$ cat config.mk
export PLATFORM = sky130hd
export DESIGN_NAME = fcs_sequencer
export DESIGN_NICKNAME = d
export VERILOG_FILES = /design/src/hw/fcs_pkg.sv /design/src/hw/fcs_flash_timing_clock_gen.sv /design/src/hw/fcs_sequencer.sv
export SDC_FILE = /design/constraint.sdc
export NUM_CORES = 1
export LEC_CHECK = 0
export BUFFER_PORTS_ARGS = -buffer_cell sky130_fd_sc_hd__buf_2
export CORE_MARGIN = 3
export CORE_UTILIZATION = 61
export CTS_CLUSTER_SIZE = 28
export DETAILED_ROUTE_END_ITERATION = 16
export PLACE_DENSITY = 0.95
export SLEW_MARGIN = 40
export SYNTH_ARGS = -nofsm -noshare
export SYNTH_HDL_FRONTEND = slang
export SYNTH_HIERARCHICAL = 1
export SYNTH_SLANG_ARGS = --single-unit
$ cat constraint.sdc
create_clock -name clk -period 3.99 [get_ports clk]
set_clock_uncertainty 0.1 [all_clocks]
set_input_delay 0.798 -clock clk [delete_from_list [all_inputs] [get_ports clk]]
set_output_delay 0.798 -clock clk [all_outputs]
set_load 0.01 [all_outputs]
$ cat src/hw/fcs_pkg.sv
// Shared constants and types of the flash command sequencer.
// Assumes a 32-bit Avalon-MM register slave on a 125 MHz bus clock.
package fcs_pkg;

  // Bus clock rate in MHz, one period of 8 ns.
  localparam int FCS_CLK_MHZ = 125;

  // Register byte offsets on the Avalon-MM slave.
  localparam logic [4:0] FCS_OFS_DIVIDER = 5'h00;
  localparam logic [4:0] FCS_OFS_STATUS = 5'h04;
  localparam logic [4:0] FCS_OFS_COMMAND = 5'h08;
  localparam logic [4:0] FCS_OFS_ARRAY = 5'h0C;

  // Field positions of the divider register.
  localparam int FCS_DIV_LOADED_BIT = 7;
  localparam int FCS_DIV_PRE8_BIT = 6;
  localparam int FCS_DIV_W = 6;
  localparam logic [2:0] FCS_PRE8_LOW = 3'h7;

  // Field positions of the status register.
  localparam int FCS_STAT_CBEF_BIT = 7;
  localparam int FCS_STAT_CCF_BIT = 6;
  localparam int FCS_STAT_ACCERR_BIT = 4;

  // Field layout of the array write register: data low, address above.
  localparam int FCS_ARR_DATA_LSB = 0;
  localparam int FCS_ARR_ADDR_LSB = 8;
  localparam int FCS_ADDR_W = 14;
  localparam int FCS_CMD_W = 8;

  // Command codes.
  localparam logic [7:0] FCS_CMD_BLANK = 8'h05;
  localparam logic [7:0] FCS_CMD_PROG = 8'h20;
  localparam logic [7:0] FCS_CMD_BURST = 8'h25;
  localparam logic [7:0] FCS_CMD_PAGE = 8'h40;
  localparam logic [7:0] FCS_CMD_MASS = 8'h41;

  // Operation lengths in flash timing clock periods.
  localparam int FCS_PROG_FLASH_TIMING_CLOCK = 9;
  localparam int FCS_BURST_FLASH_TIMING_CLOCK = 4;
  localparam int FCS_PAGE_FLASH_TIMING_CLOCK = 4000;
  localparam int FCS_MASS_FLASH_TIMING_CLOCK = 20000;
  localparam int FCS_BLANK_FLASH_TIMING_CLOCK = 16;
  localparam int FCS_CNT_W = 15;

  // Array geometry.
  localparam int FCS_ARRAY_BYTES = 16384;
  localparam int FCS_PAGE_OFS_W = 9;
  localparam int FCS_ROW_OFS_W = 6;

  // Flag values after reset.
  localparam logic FCS_CBEF_RST = 1'b1;
  localparam logic FCS_CCF_RST = 1'b1;

  // Command sequence states.
  typedef enum logic [2:0] {
    FCS_EMPTY,
    FCS_HAVE_ADDR,
    FCS_HAVE_CMD,
    FCS_WAIT_TICK,
    FCS_RUN
  } fcs_seq_t;

  // Operation presented to the flash array while it executes.
  typedef struct packed {
    logic active;
    logic [FCS_CMD_W-1:0] cmd;
    logic [FCS_ADDR_W-1:0] addr;
    logic [7:0] data;
  } fcs_flash_op_t;

endpackage

$ cat src/hw/fcs_flash_timing_clock_gen.sv
// Flash timing clock generator: one bus-clock tick per timing period.
// Assumes divider inputs stay still once enable is high.
`timescale 1ns/1ps
module fcs_flash_timing_clock_gen
  import fcs_pkg::*;
(
  input wire logic clk,
  input wire logic rst_n,
  input wire logic enable,
  input wire logic prescale8,
  input wire logic [FCS_DIV_W-1:0] div,
  output logic tick
);

  typedef struct packed {
    logic [FCS_DIV_W+2:0] cnt;
    logic tick;
  } fcs_gen_state_t;

  fcs_gen_state_t s;
  fcs_gen_state_t next_s;
  logic [FCS_DIV_W+2:0] period_m1;

  // Period is (div+1), times eight with the prescaler; see.
  assign period_m1 = prescale8 ? {div, FCS_PRE8_LOW} : {3'h0, div};

  // Down counter; a tick is emitted as it wraps.
  always_comb begin
    next_s = s;
    next_s.tick = 1'b0;
    if (enable) begin
      if (s.cnt == '0) begin
        next_s.cnt = period_m1;
        next_s.tick = 1'b1;
      end else begin
        next_s.cnt = s.cnt - 1'b1;
      end
    end
  end

  // State register.
  always_ff @(posedge clk or negedge rst_n) begin
    if (!rst_n) begin
      s <= '0;
    end else begin
      s <= next_s;
    end
  end

  assign tick = s.tick;

  chk_tick_on_wrap: assert property (@(posedge clk) disable iff (!rst_n)
    enable && s.cnt == '0 |=> tick) else $error("tick missing at wrap");

endmodule

$ cat src/hw/fcs_sequencer.sv
// Flash command sequencer: registers, command protocol and pulse timing.
// Assumes an Avalon-MM master on clk and a flash array that follows op.
// What the document requires
// Refuse commands until divider written after reset.
// Software keeps timing clock between 150-200 kHz.
// Divider register accepts one write only.
// Divider write ignored while access error set.
// Pulses timed in whole timing clock periods.
// Byte program 9 cycles, burst 4 cycles.
// Page erase 4000, mass erase 20000 cycles.
// Command starts with latched array write.
// Erase selects page; data ignored for erase.
// Codes 0x05, 0x20, 0x25: blank, program, burst.
// Codes 0x40, 0x41: page and mass erase.
// Writing one to buffer empty launches command.
// Writing zero aborts partial command, sets error.
// No new command while access error set.
// Complete flag shows command finished.
// Software never programs a byte twice.
// Erase always covers a whole 512-byte page.
// Array is 16384 or 8192 bytes of pages.
// Access error clears only by writing one.
// Invalid command code sets access error.
// Array write while buffer busy sets error.
// Stop mode aborts running command with error.
// Complete clears at launch; flags set at end.
// Timing clock is bus clock divided down.
//
// Chosen here: the register offsets and register access over Avalon-MM.
`timescale 1ns/1ps
module fcs_sequencer
  import fcs_pkg::*;
#(
  parameter int ARRAY_BYTES = FCS_ARRAY_BYTES,
  parameter int PAGE_CYCLES = FCS_PAGE_FLASH_TIMING_CLOCK,
  parameter int MASS_CYCLES = FCS_MASS_FLASH_TIMING_CLOCK,
  parameter int BLANK_CYCLES = FCS_BLANK_FLASH_TIMING_CLOCK
)(
  input wire logic clk,
  input wire logic rst_n,
  input wire logic [4:0] avs_address,
  input wire logic avs_read,
  input wire logic avs_write,
  input wire logic [31:0] avs_writedata,
  output logic [31:0] avs_readdata,
  output logic avs_waitrequest,
  input wire logic stop_req,
  output fcs_flash_op_t flash_op
);

  typedef struct packed {
    fcs_seq_t seq;
    logic ack;
    logic [31:0] rdata;
    logic div_loaded;
    logic prescale8;
    logic [FCS_DIV_W-1:0] div;
    logic cbef;
    logic ccf;
    logic accerr;
    logic [FCS_CMD_W-1:0] cmd;
    logic [FCS_ADDR_W-1:0] addr;
    logic [7:0] data;
    logic [FCS_CNT_W-1:0] count;
    logic last_burst;
    logic [FCS_ADDR_W-1:0] last_addr;
  } fcs_state_t;

  fcs_state_t s;
  fcs_state_t next_s;
  logic tick;
  logic req;
  logic wr;
  logic wr_div;
  logic wr_stat;
  logic wr_cmd;
  logic wr_arr;
  logic [FCS_ADDR_W-1:0] wr_addr;
  logic [FCS_CMD_W-1:0] wr_code;
  logic code_ok;
  logic partial;
  logic launch;
  logic burst_follow;
  logic running;
  logic [31:0] rd_value;
  logic [FCS_CNT_W-1:0] op_cycles;

  // Timing clock divider, started by the single divider load.
  fcs_flash_timing_clock_gen u_flash_timing_clock (
    .clk(clk),
    .rst_n(rst_n),
    .enable(s.div_loaded),
    .prescale8(s.prescale8),
    .div(s.div),
    .tick(tick)
  );

  // Bus handshake: each access waits one cycle, then completes.
  assign req = avs_read | avs_write;
  assign avs_waitrequest = req & ~s.ack;
  assign avs_readdata = s.rdata;
  assign wr = avs_write & s.ack;
  assign wr_div = wr && avs_address == FCS_OFS_DIVIDER;
  assign wr_stat = wr && avs_address == FCS_OFS_STATUS;
  assign wr_cmd = wr && avs_address == FCS_OFS_COMMAND;
  assign wr_arr = wr && avs_address == FCS_OFS_ARRAY;
  assign wr_addr = avs_writedata[FCS_ARR_ADDR_LSB +: FCS_ADDR_W];
  assign wr_code = avs_writedata[FCS_CMD_W-1:0];
  assign partial = s.seq == FCS_HAVE_ADDR || s.seq == FCS_HAVE_CMD;
  assign running = s.seq == FCS_WAIT_TICK || s.seq == FCS_RUN;
  assign launch = wr_stat && avs_writedata[FCS_STAT_CBEF_BIT]
    && s.seq == FCS_HAVE_CMD && !s.accerr;

  // Only the five documented codes are accepted; see.
  assign code_ok = wr_code == FCS_CMD_BLANK || wr_code == FCS_CMD_PROG
    || wr_code == FCS_CMD_BURST || wr_code == FCS_CMD_PAGE
    || wr_code == FCS_CMD_MASS;

  // A burst byte runs short only when it continues the previous byte
  // on the same row; a row start pays the full pump overhead.
  assign burst_follow = s.last_burst
    && s.addr == s.last_addr + 1'b1
    && s.addr[FCS_ROW_OFS_W-1:0] != '0;

  // Operation length in timing clock periods; see.
  always_comb begin
    op_cycles = FCS_CNT_W'(BLANK_CYCLES);
    case (s.cmd)
      FCS_CMD_PROG: op_cycles = FCS_CNT_W'(FCS_PROG_FLASH_TIMING_CLOCK);
      FCS_CMD_BURST: begin
        op_cycles = burst_follow ? FCS_CNT_W'(FCS_BURST_FLASH_TIMING_CLOCK)
          : FCS_CNT_W'(FCS_PROG_FLASH_TIMING_CLOCK);
      end
      FCS_CMD_PAGE: op_cycles = FCS_CNT_W'(PAGE_CYCLES);
      FCS_CMD_MASS: op_cycles = FCS_CNT_W'(MASS_CYCLES);
      default: op_cycles = FCS_CNT_W'(BLANK_CYCLES);
    endcase
  end

  // Read mux; unmapped offsets read as zero.
  always_comb begin
    rd_value = '0;
    if (avs_address == FCS_OFS_DIVIDER) begin
      rd_value[FCS_DIV_LOADED_BIT] = s.div_loaded;
      rd_value[FCS_DIV_PRE8_BIT] = s.prescale8;
      rd_value[FCS_DIV_W-1:0] = s.div;
    end else if (avs_address == FCS_OFS_STATUS) begin
      rd_value[FCS_STAT_CBEF_BIT] = s.cbef;
      rd_value[FCS_STAT_CCF_BIT] = s.ccf;
      rd_value[FCS_STAT_ACCERR_BIT] = s.accerr;
    end else if (avs_address == FCS_OFS_COMMAND) begin
      rd_value[FCS_CMD_W-1:0] = s.cmd;
    end else if (avs_address == FCS_OFS_ARRAY) begin
      rd_value[FCS_ARR_ADDR_LSB +: FCS_ADDR_W] = s.addr;
      rd_value[FCS_ARR_DATA_LSB +: 8] = s.data;
    end
  end

  // Next state. Error sets are gathered first so a set in the same
  // cycle as a software clear still wins.
  always_comb begin
    logic set_err;
    logic clr_err;
    set_err = 1'b0;
    clr_err = 1'b0;
    next_s = s;
    next_s.ack = req & ~s.ack;
    if (req && !s.ack) begin
      next_s.rdata = rd_value;
    end
    // The divider loads once, and never over a pending error.
    if (wr_div && !s.div_loaded && !s.accerr) begin
      next_s.div_loaded = 1'b1;
      next_s.prescale8 = avs_writedata[FCS_DIV_PRE8_BIT];
      next_s.div = avs_writedata[FCS_DIV_W-1:0];
    end
    // First step: the array write latches address and data.
    if (wr_arr && !s.accerr) begin
      if (!s.div_loaded) begin
        set_err = 1'b1;
      end else if (!s.cbef || s.seq != FCS_EMPTY) begin
        set_err = 1'b1;
      end else if (32'(wr_addr) >= 32'(ARRAY_BYTES)) begin
        set_err = 1'b1;
      end else begin
        next_s.addr = wr_addr;
        next_s.data = avs_writedata[FCS_ARR_DATA_LSB +: 8];
        next_s.seq = FCS_HAVE_ADDR;
      end
    end
    // Second step: exactly one code after the array write.
    if (wr_cmd && !s.accerr) begin
      if (s.seq == FCS_HAVE_ADDR && code_ok) begin
        next_s.cmd = wr_code;
        next_s.seq = FCS_HAVE_CMD;
      end else begin
        set_err = 1'b1;
      end
    end
    // Status write: one clears the error, cbef launches or aborts.
    if (wr_stat) begin
      clr_err = avs_writedata[FCS_STAT_ACCERR_BIT];
      if (launch) begin
        next_s.cbef = 1'b0;
        next_s.ccf = 1'b0;
        next_s.count = op_cycles;
        next_s.seq = FCS_WAIT_TICK;
      end else if (!avs_writedata[FCS_STAT_CBEF_BIT] && partial) begin
        set_err = 1'b1;
      end
    end
    // Execution runs on timing clock ticks only; see.
    case (s.seq)
      FCS_WAIT_TICK: begin
        if (tick) begin
          next_s.seq = FCS_RUN;
        end
      end
      FCS_RUN: begin
        if (tick) begin
          next_s.count = s.count - 1'b1;
          if (s.count == FCS_CNT_W'(1)) begin
            next_s.seq = FCS_EMPTY;
            next_s.cbef = 1'b1;
            next_s.ccf = 1'b1;
            next_s.last_burst = s.cmd == FCS_CMD_BURST;
            next_s.last_addr = s.addr;
          end
        end
      end
      default: begin
      end
    endcase
    // Stop mode kills a running operation and reports it.
    if (stop_req && running) begin
      set_err = 1'b1;
      next_s.seq = FCS_EMPTY;
      next_s.cbef = 1'b1;
      next_s.ccf = 1'b1;
      next_s.last_burst = 1'b0;
    end
    // Any error drops a partial command.
    if (set_err && partial && !launch) begin
      next_s.seq = FCS_EMPTY;
    end
    next_s.accerr = set_err | (s.accerr & ~clr_err);
  end

  // State register.
  always_ff @(posedge clk or negedge rst_n) begin
    if (!rst_n) begin
      s <= '0;
      s.seq <= FCS_EMPTY;
      s.cbef <= FCS_CBEF_RST;
      s.ccf <= FCS_CCF_RST;
    end else begin
      s <= next_s;
    end
  end

  // Array view. Erase forms a page-aligned address and zero data,
  // mass erase a zero address, so no partial page is touched.
  always_comb begin
    flash_op.active = s.seq == FCS_RUN;
    flash_op.cmd = s.cmd;
    flash_op.addr = s.addr;
    flash_op.data = s.data;
    if (s.cmd == FCS_CMD_PAGE) begin
      flash_op.addr[FCS_PAGE_OFS_W-1:0] = '0;
      flash_op.data = '0;
    end else if (s.cmd == FCS_CMD_MASS || s.cmd == FCS_CMD_BLANK) begin
      flash_op.addr = '0;
      flash_op.data = '0;
    end
  end

  chk_div_once: assert property (@(posedge clk) disable iff (!rst_n)
    s.div_loaded && wr_div |=> $stable(s.div) && $stable(s.prescale8))
    else $error("divider changed after first load");

  chk_div_err_block: assert property (@(posedge clk) disable iff (!rst_n)
    !s.div_loaded && s.accerr && wr_div |=> !s.div_loaded)
    else $error("divider loaded over access error");

  chk_no_div_refuse: assert property (@(posedge clk) disable iff (!rst_n)
    wr_arr && !s.div_loaded && !s.accerr |=> s.accerr && s.seq == FCS_EMPTY)
    else $error("array write before divider accepted");

  chk_err_no_start: assert property (@(posedge clk) disable iff (!rst_n)
    s.accerr && s.seq != FCS_WAIT_TICK |=> s.seq != FCS_WAIT_TICK)
    else $error("command started with access error set");

  chk_bad_code_err: assert property (@(posedge clk) disable iff (!rst_n)
    wr_cmd && !code_ok && !s.accerr |=> s.accerr && s.seq == FCS_EMPTY)
    else $error("invalid code not flagged");

  chk_busy_array_err: assert property (@(posedge clk) disable iff (!rst_n)
    wr_arr && !s.cbef && !s.accerr |=> s.accerr)
    else $error("array write with busy buffer not flagged");

  chk_abort_err: assert property (@(posedge clk) disable iff (!rst_n)
    wr_stat && !avs_writedata[FCS_STAT_CBEF_BIT] && partial
    |=> s.accerr && s.seq == FCS_EMPTY)
    else $error("abort did not flag error");

  chk_launch_flags: assert property (@(posedge clk) disable iff (!rst_n)
    launch && !stop_req |=> !s.cbef && !s.ccf && s.seq == FCS_WAIT_TICK)
    else $error("launch flags wrong");

  chk_done_flags: assert property (@(posedge clk) disable iff (!rst_n)
    s.seq == FCS_RUN && tick && s.count == FCS_CNT_W'(1) && !stop_req
    |=> s.ccf && s.cbef && !flash_op.active)
    else $error("completion flags not set");

  chk_tick_count: assert property (@(posedge clk) disable iff (!rst_n)
    s.seq == FCS_RUN && !tick && !stop_req |=> $stable(s.count))
    else $error("count moved without timing tick");

  chk_stop_abort: assert property (@(posedge clk) disable iff (!rst_n)
    stop_req && running |=> s.accerr && s.cbef && !flash_op.active)
    else $error("stop did not abort command");

  chk_err_clear: assert property (@(posedge clk) disable iff (!rst_n)
    s.accerr && !(wr_stat && avs_writedata[FCS_STAT_ACCERR_BIT]) |=> s.accerr)
    else $error("access error cleared without write");

  chk_page_align: assert property (@(posedge clk) disable iff (!rst_n)
    flash_op.active && flash_op.cmd == FCS_CMD_PAGE
    |-> flash_op.addr[FCS_PAGE_OFS_W-1:0] == '0 && flash_op.data == '0)
    else $error("page erase address not aligned");

  chk_prog_length: assert property (@(posedge clk) disable iff (!rst_n)
    launch && s.cmd == FCS_CMD_PROG |=> s.count == FCS_CNT_W'(FCS_PROG_FLASH_TIMING_CLOCK))
    else $error("byte program length wrong");

  chk_burst_length: assert property (@(posedge clk) disable iff (!rst_n)
    launch && s.cmd == FCS_CMD_BURST && burst_follow
    |=> s.count == FCS_CNT_W'(FCS_BURST_FLASH_TIMING_CLOCK))
    else $error("burst byte length wrong");

  chk_page_length: assert property (@(posedge clk) disable iff (!rst_n)
    launch && s.cmd == FCS_CMD_PAGE |=> s.count == FCS_CNT_W'(PAGE_CYCLES))
    else $error("page erase length wrong");

  chk_mass_length: assert property (@(posedge clk) disable iff (!rst_n)
    launch && s.cmd == FCS_CMD_MASS |=> s.count == FCS_CNT_W'(MASS_CYCLES))
    else $error("mass erase length wrong");

  // An address past the array end must never start a command.
  chk_range_err: assert property (@(posedge clk) disable iff (!rst_n)
    wr_arr && s.div_loaded && s.cbef && s.seq == FCS_EMPTY && !s.accerr
    && 32'(wr_addr) >= 32'(ARRAY_BYTES) |=> s.accerr && s.seq == FCS_EMPTY)
    else $error("out of range array write not flagged");

endmodule

==> results summary <==
The run finished with clean final reports. The clock passes through at most 2 buffers. The top flip-flop cell by instance count after synthesis is sky130_fd_sc_hd__dfrtp_1. The worst hold path belongs to the class in -> async. The highest clock rate came out at 0.276 GHz. The initial antenna violation count is 1. The repair_antennas step left the layout with diodes totalling 0. For this run, the register share of the synthesized area comes to 0.450. The floorplan step set the die width to 105 µm. The proportion of register bits with asynchronous set or reset after synthesis came out at 1.00. From synthesis to final layout, the design area changed by 7.31%. The number of max-slew violations in the final report is 0. The placeable core area is 9370 µm². The netlist area before placement came out at 5960 µm². The clock net sink count came out at 107. The area of the die is 11000 µm².

The maximum level of the CTS H-tree is 3. The quantity of I/O buffers inserted on ports is 85. The arrival time of the worst setup path is 2.73 ns. The final design utilization is 0.682. The maximum number of pins on one net before global-route repair came out at 56. For this run, the total global-route usage over all layers was measured as 0.258.

The kind of capture point of the worst setup path is an output pin. The number of flops mapped to enable cells by yosys came out at 0. The post-route cell area came out at 6390 µm².

Detailed routing inserted a total of 4802 vias. The share of post-route cells with drive strength above 1 is 0.241. The wire length of the first global-routing pass is 23.2 mm. The routed design could run at a clock period as short as 3.62 ns. Dividing the detail-routed wire length by the instance count gives 18.1 µm. The initial utilization of the core area, before any placement, comes to 0.636. The total cell area at the placement stage came out at 6180 µm². For the worst setup path, the data required time is 3.09 ns. The detailed-routing iteration count for the pre-antenna-repair pass came out at 5. In the post-synthesis netlist, the biggest area contributors are sky130_fd_sc_hd__dfrtp_1, sky130_fd_sc_hd__mux2_2, sky130_fd_sc_hd__buf_4, sky130_fd_sc_hd__nand2_1, sky130_fd_sc_hd__nor2_1. Setup repair after global routing left no endpoint under its margin. The ratio of final minimum period to clock period is 0.908. The number of clock buffers added by TritonCTS is 9. Clock-pin slew was measured on the worst setup and hold paths at 0.12 ns.

The number of distinct library cell variants in the gate-level netlist after synthesis is 70. The area fraction of the dominant cell type after synthesis is 0.441. The initialized floorplan defines 35 standard-cell rows. The number of setup violations in the final report is 0.

The detail route stage leaves a number of antenna-violating nets equal to 0. Summed over all layers, the routed wires come to 14.1 mm. The number of gates resized after CTS was 0. The setup path with the least slack is of type reg -> out. The max capacitance violation total came out at 0. The total congestion overflow came out at 0.

For this block, the initial DRC count from the detailed router was 442. The average via count per standard cell is 6.16. The startpoint type of the worst setup path is a flop. CTS placed an instance of sky130_fd_sc_hd__clkbuf_8 at the clock tree root. The number of synthesis warnings is 6.

The via count of the first global-routing pass came out at 4706. In the routed design, unresolved DRC markers number 0. The measured slew at the worst slew-check pin is 0.746 ns. The final count of hold timing violations came to 0. Averaged over all synthesized cells, the footprint is 9.80 µm². After routing, the total negative slack on setup checks comes to 0 ns.

The static power due to leakage is 3.18 nW. The remaining max-slew budget at the tightest pin is 0.501. The net count of the finished layout is 692. The peak supply drop came out at 288 µV. The cell accounting for the most synthesized area is sky130_fd_sc_hd__dfrtp_1. The estimated wirelength of the detail-placed design is 10.2 mm. The insertion delay of the later-clocked pin in the worst-skew pair is 0.39 ns.

The final RePlAce weighted congestion came out at 0.964. Synthesis produced a netlist whose cell count is 608. In this run the count of I/O pins placed on the die edge is 106. The flip-flop and latch count after synthesis is 107. The cts-stage hold buffer count is 0. Once the clock tree was built, the setup fixing pass inserted 0 buffers. The TritonCTS clock tree is yes.

The areal power density over the cells came out at 333 nW/µm². The height of the die is 105 µm. Along the worst path, the maximum fanout reaches 17.
==> flip-flops by register name (all words and copies together) (netlist names) <==
| register | flops |
|---|---|
| u_flash_timing_clock/s | 9 |
| u_flash_timing_clock/tick | 1 |
| flash_op | 8 |
| s | 67 |
| avs_readdata | 22 |
==> power by group <==
group	switching, mW	internal [mW]
logic	0.139	0.0966
registers	0.0595	1.13
clock network	0.396	0.306
total	0.595	1.54
==> Yosys cell counts, types with 6 or more instances <==
| cell type | count |
|---|---|
| sky130_fd_sc_hd__nand2b_1 | 6 |
| sky130_fd_sc_hd__and2_1 | 26 |
| sky130_fd_sc_hd__nor3_1 | 9 |
| sky130_fd_sc_hd__nor2b_1 | 8 |
| sky130_fd_sc_hd__inv_1 | 11 |
| sky130_fd_sc_hd__mux2i_1 | 11 |
| sky130_fd_sc_hd__a311oi_1 | 6 |
| sky130_fd_sc_hd__a22o_1 | 17 |
| sky130_fd_sc_hd__nand3_1 | 9 |
| sky130_fd_sc_hd__nand4_1 | 8 |
| sky130_fd_sc_hd__or3_1 | 6 |
| sky130_fd_sc_hd__clkbuf_1 | 23 |
| sky130_fd_sc_hd__nand2_1 | 79 |
| sky130_fd_sc_hd__o21ai_0 | 19 |
| sky130_fd_sc_hd__a21oi_1 | 24 |
| sky130_fd_sc_hd__mux2_2 | 34 |
| sky130_fd_sc_hd__and3_1 | 7 |
| sky130_fd_sc_hd__nor2_1 | 45 |
| sky130_fd_sc_hd__buf_4 | 43 |
| sky130_fd_sc_hd__dfrtp_1 | 105 |
| sky130_fd_sc_hd__xnor2_1 | 6 |
| sky130_fd_sc_hd__nor4_1 | 8 |
| sky130_fd_sc_hd__xor2_1 | 13 |
==> stage by stage <==
| step | hold WS (ns) | std cells | power (mW) | setup WS, ns |
|---|---|---|---|---|
| after detailed placement | 0.379 | 764 | 1.44 | 0.659 |
| after floorplan | 0.349 | 617 | 1.36 | 1.08 |
| after global placement | 0.366 | 764 | 1.42 | 0.681 |
| after CTS | 0.366 | 780 | 2.13 | 0.376 |
| after global routing | 0.383 | 780 | 2.22 | 0.225 |
| final | 0.337 | 780 | 2.13 | 0.366 |
==> worst paths after layout <==
kind / cells past startpoint / start / to / slack [ns]
max: 6 / flash_op[26] / flash_op[3] / 0.37
min: 1 / rst_n / s[43] / 0.34
max reg2reg: 5 / s[24] / s[104] / 1.24
min reg2reg: 1 / s[28] / s[28] / 0.40
max in group asynchronous: 2 / rst_n / s[61] / 2.66
min in group clk: 1 / s[28] / s[28] / 0.40
==> placed cells by master, fill, tap and decap left out, drive strengths merged, types with 10 or more instances in the layout <==
cell and n:
dfrtp 105, buf 87, nand2 79, nor2 46
mux2 34, and2 27, a21oi 25, o21ai 19
a22o 18, inv 14, xor2 13, mux2i 11
conb 10, nor3 10, clkbuf 10
==> area by class of cell <==
class,instances,area [µm²]
inverter,11,41.3
multi-input combinational,430,2840
timing repair buffer,87,455
clock inverter,6,83.8
sequential,107,2680
clock buffer,10,128
fill,648,2980
tap,129,161
==> metal layers <==
layer | vias to the layer above | share of wire | GRT usage
met1 | 2331 | 0.40 | 0.331
met2 | 246 | 0.50 | 0.427
met5 | - | 0.00050 | 0
met4 | 2 | 0.023 | 0.0900
met3 | 34 | 0.080 | 0.0636
li1 | 2189 | - | -
==> critical path, cell delays in order, from the launching register on <==
cell	delay, ns
sky130_fd_sc_hd__dfrtp_1	0.43
sky130_fd_sc_hd__or4_1	0.64
sky130_fd_sc_hd__nor4b_2	0.44
sky130_fd_sc_hd__nor2b_1	0.29
sky130_fd_sc_hd__nor2b_2	0.20
sky130_fd_sc_hd__and2_1	0.23
sky130_fd_sc_hd__buf_2	0.14
==> logic make-up (layout without fill, tap and decap cells) <==
group | Yosys count | in the layout | synth area share
AOI/OAI and AO/OA | 107 | 107 | 0.126
and+or+nand+nor | 242 | 242 | 0.213
muxes | 48 | 48 | 0.0941
buffers and inverters | 80 | 114 | 0.0790
xor gates and xnor gates | 19 | 19 | 0.0279
DFF | 107 | 107 | 0.450
other | 1 | 10 | 0.000630
adders and majority gates | 4 | 4 | 0.00840
No activity file was read; power rests on OpenSTA's default activity.
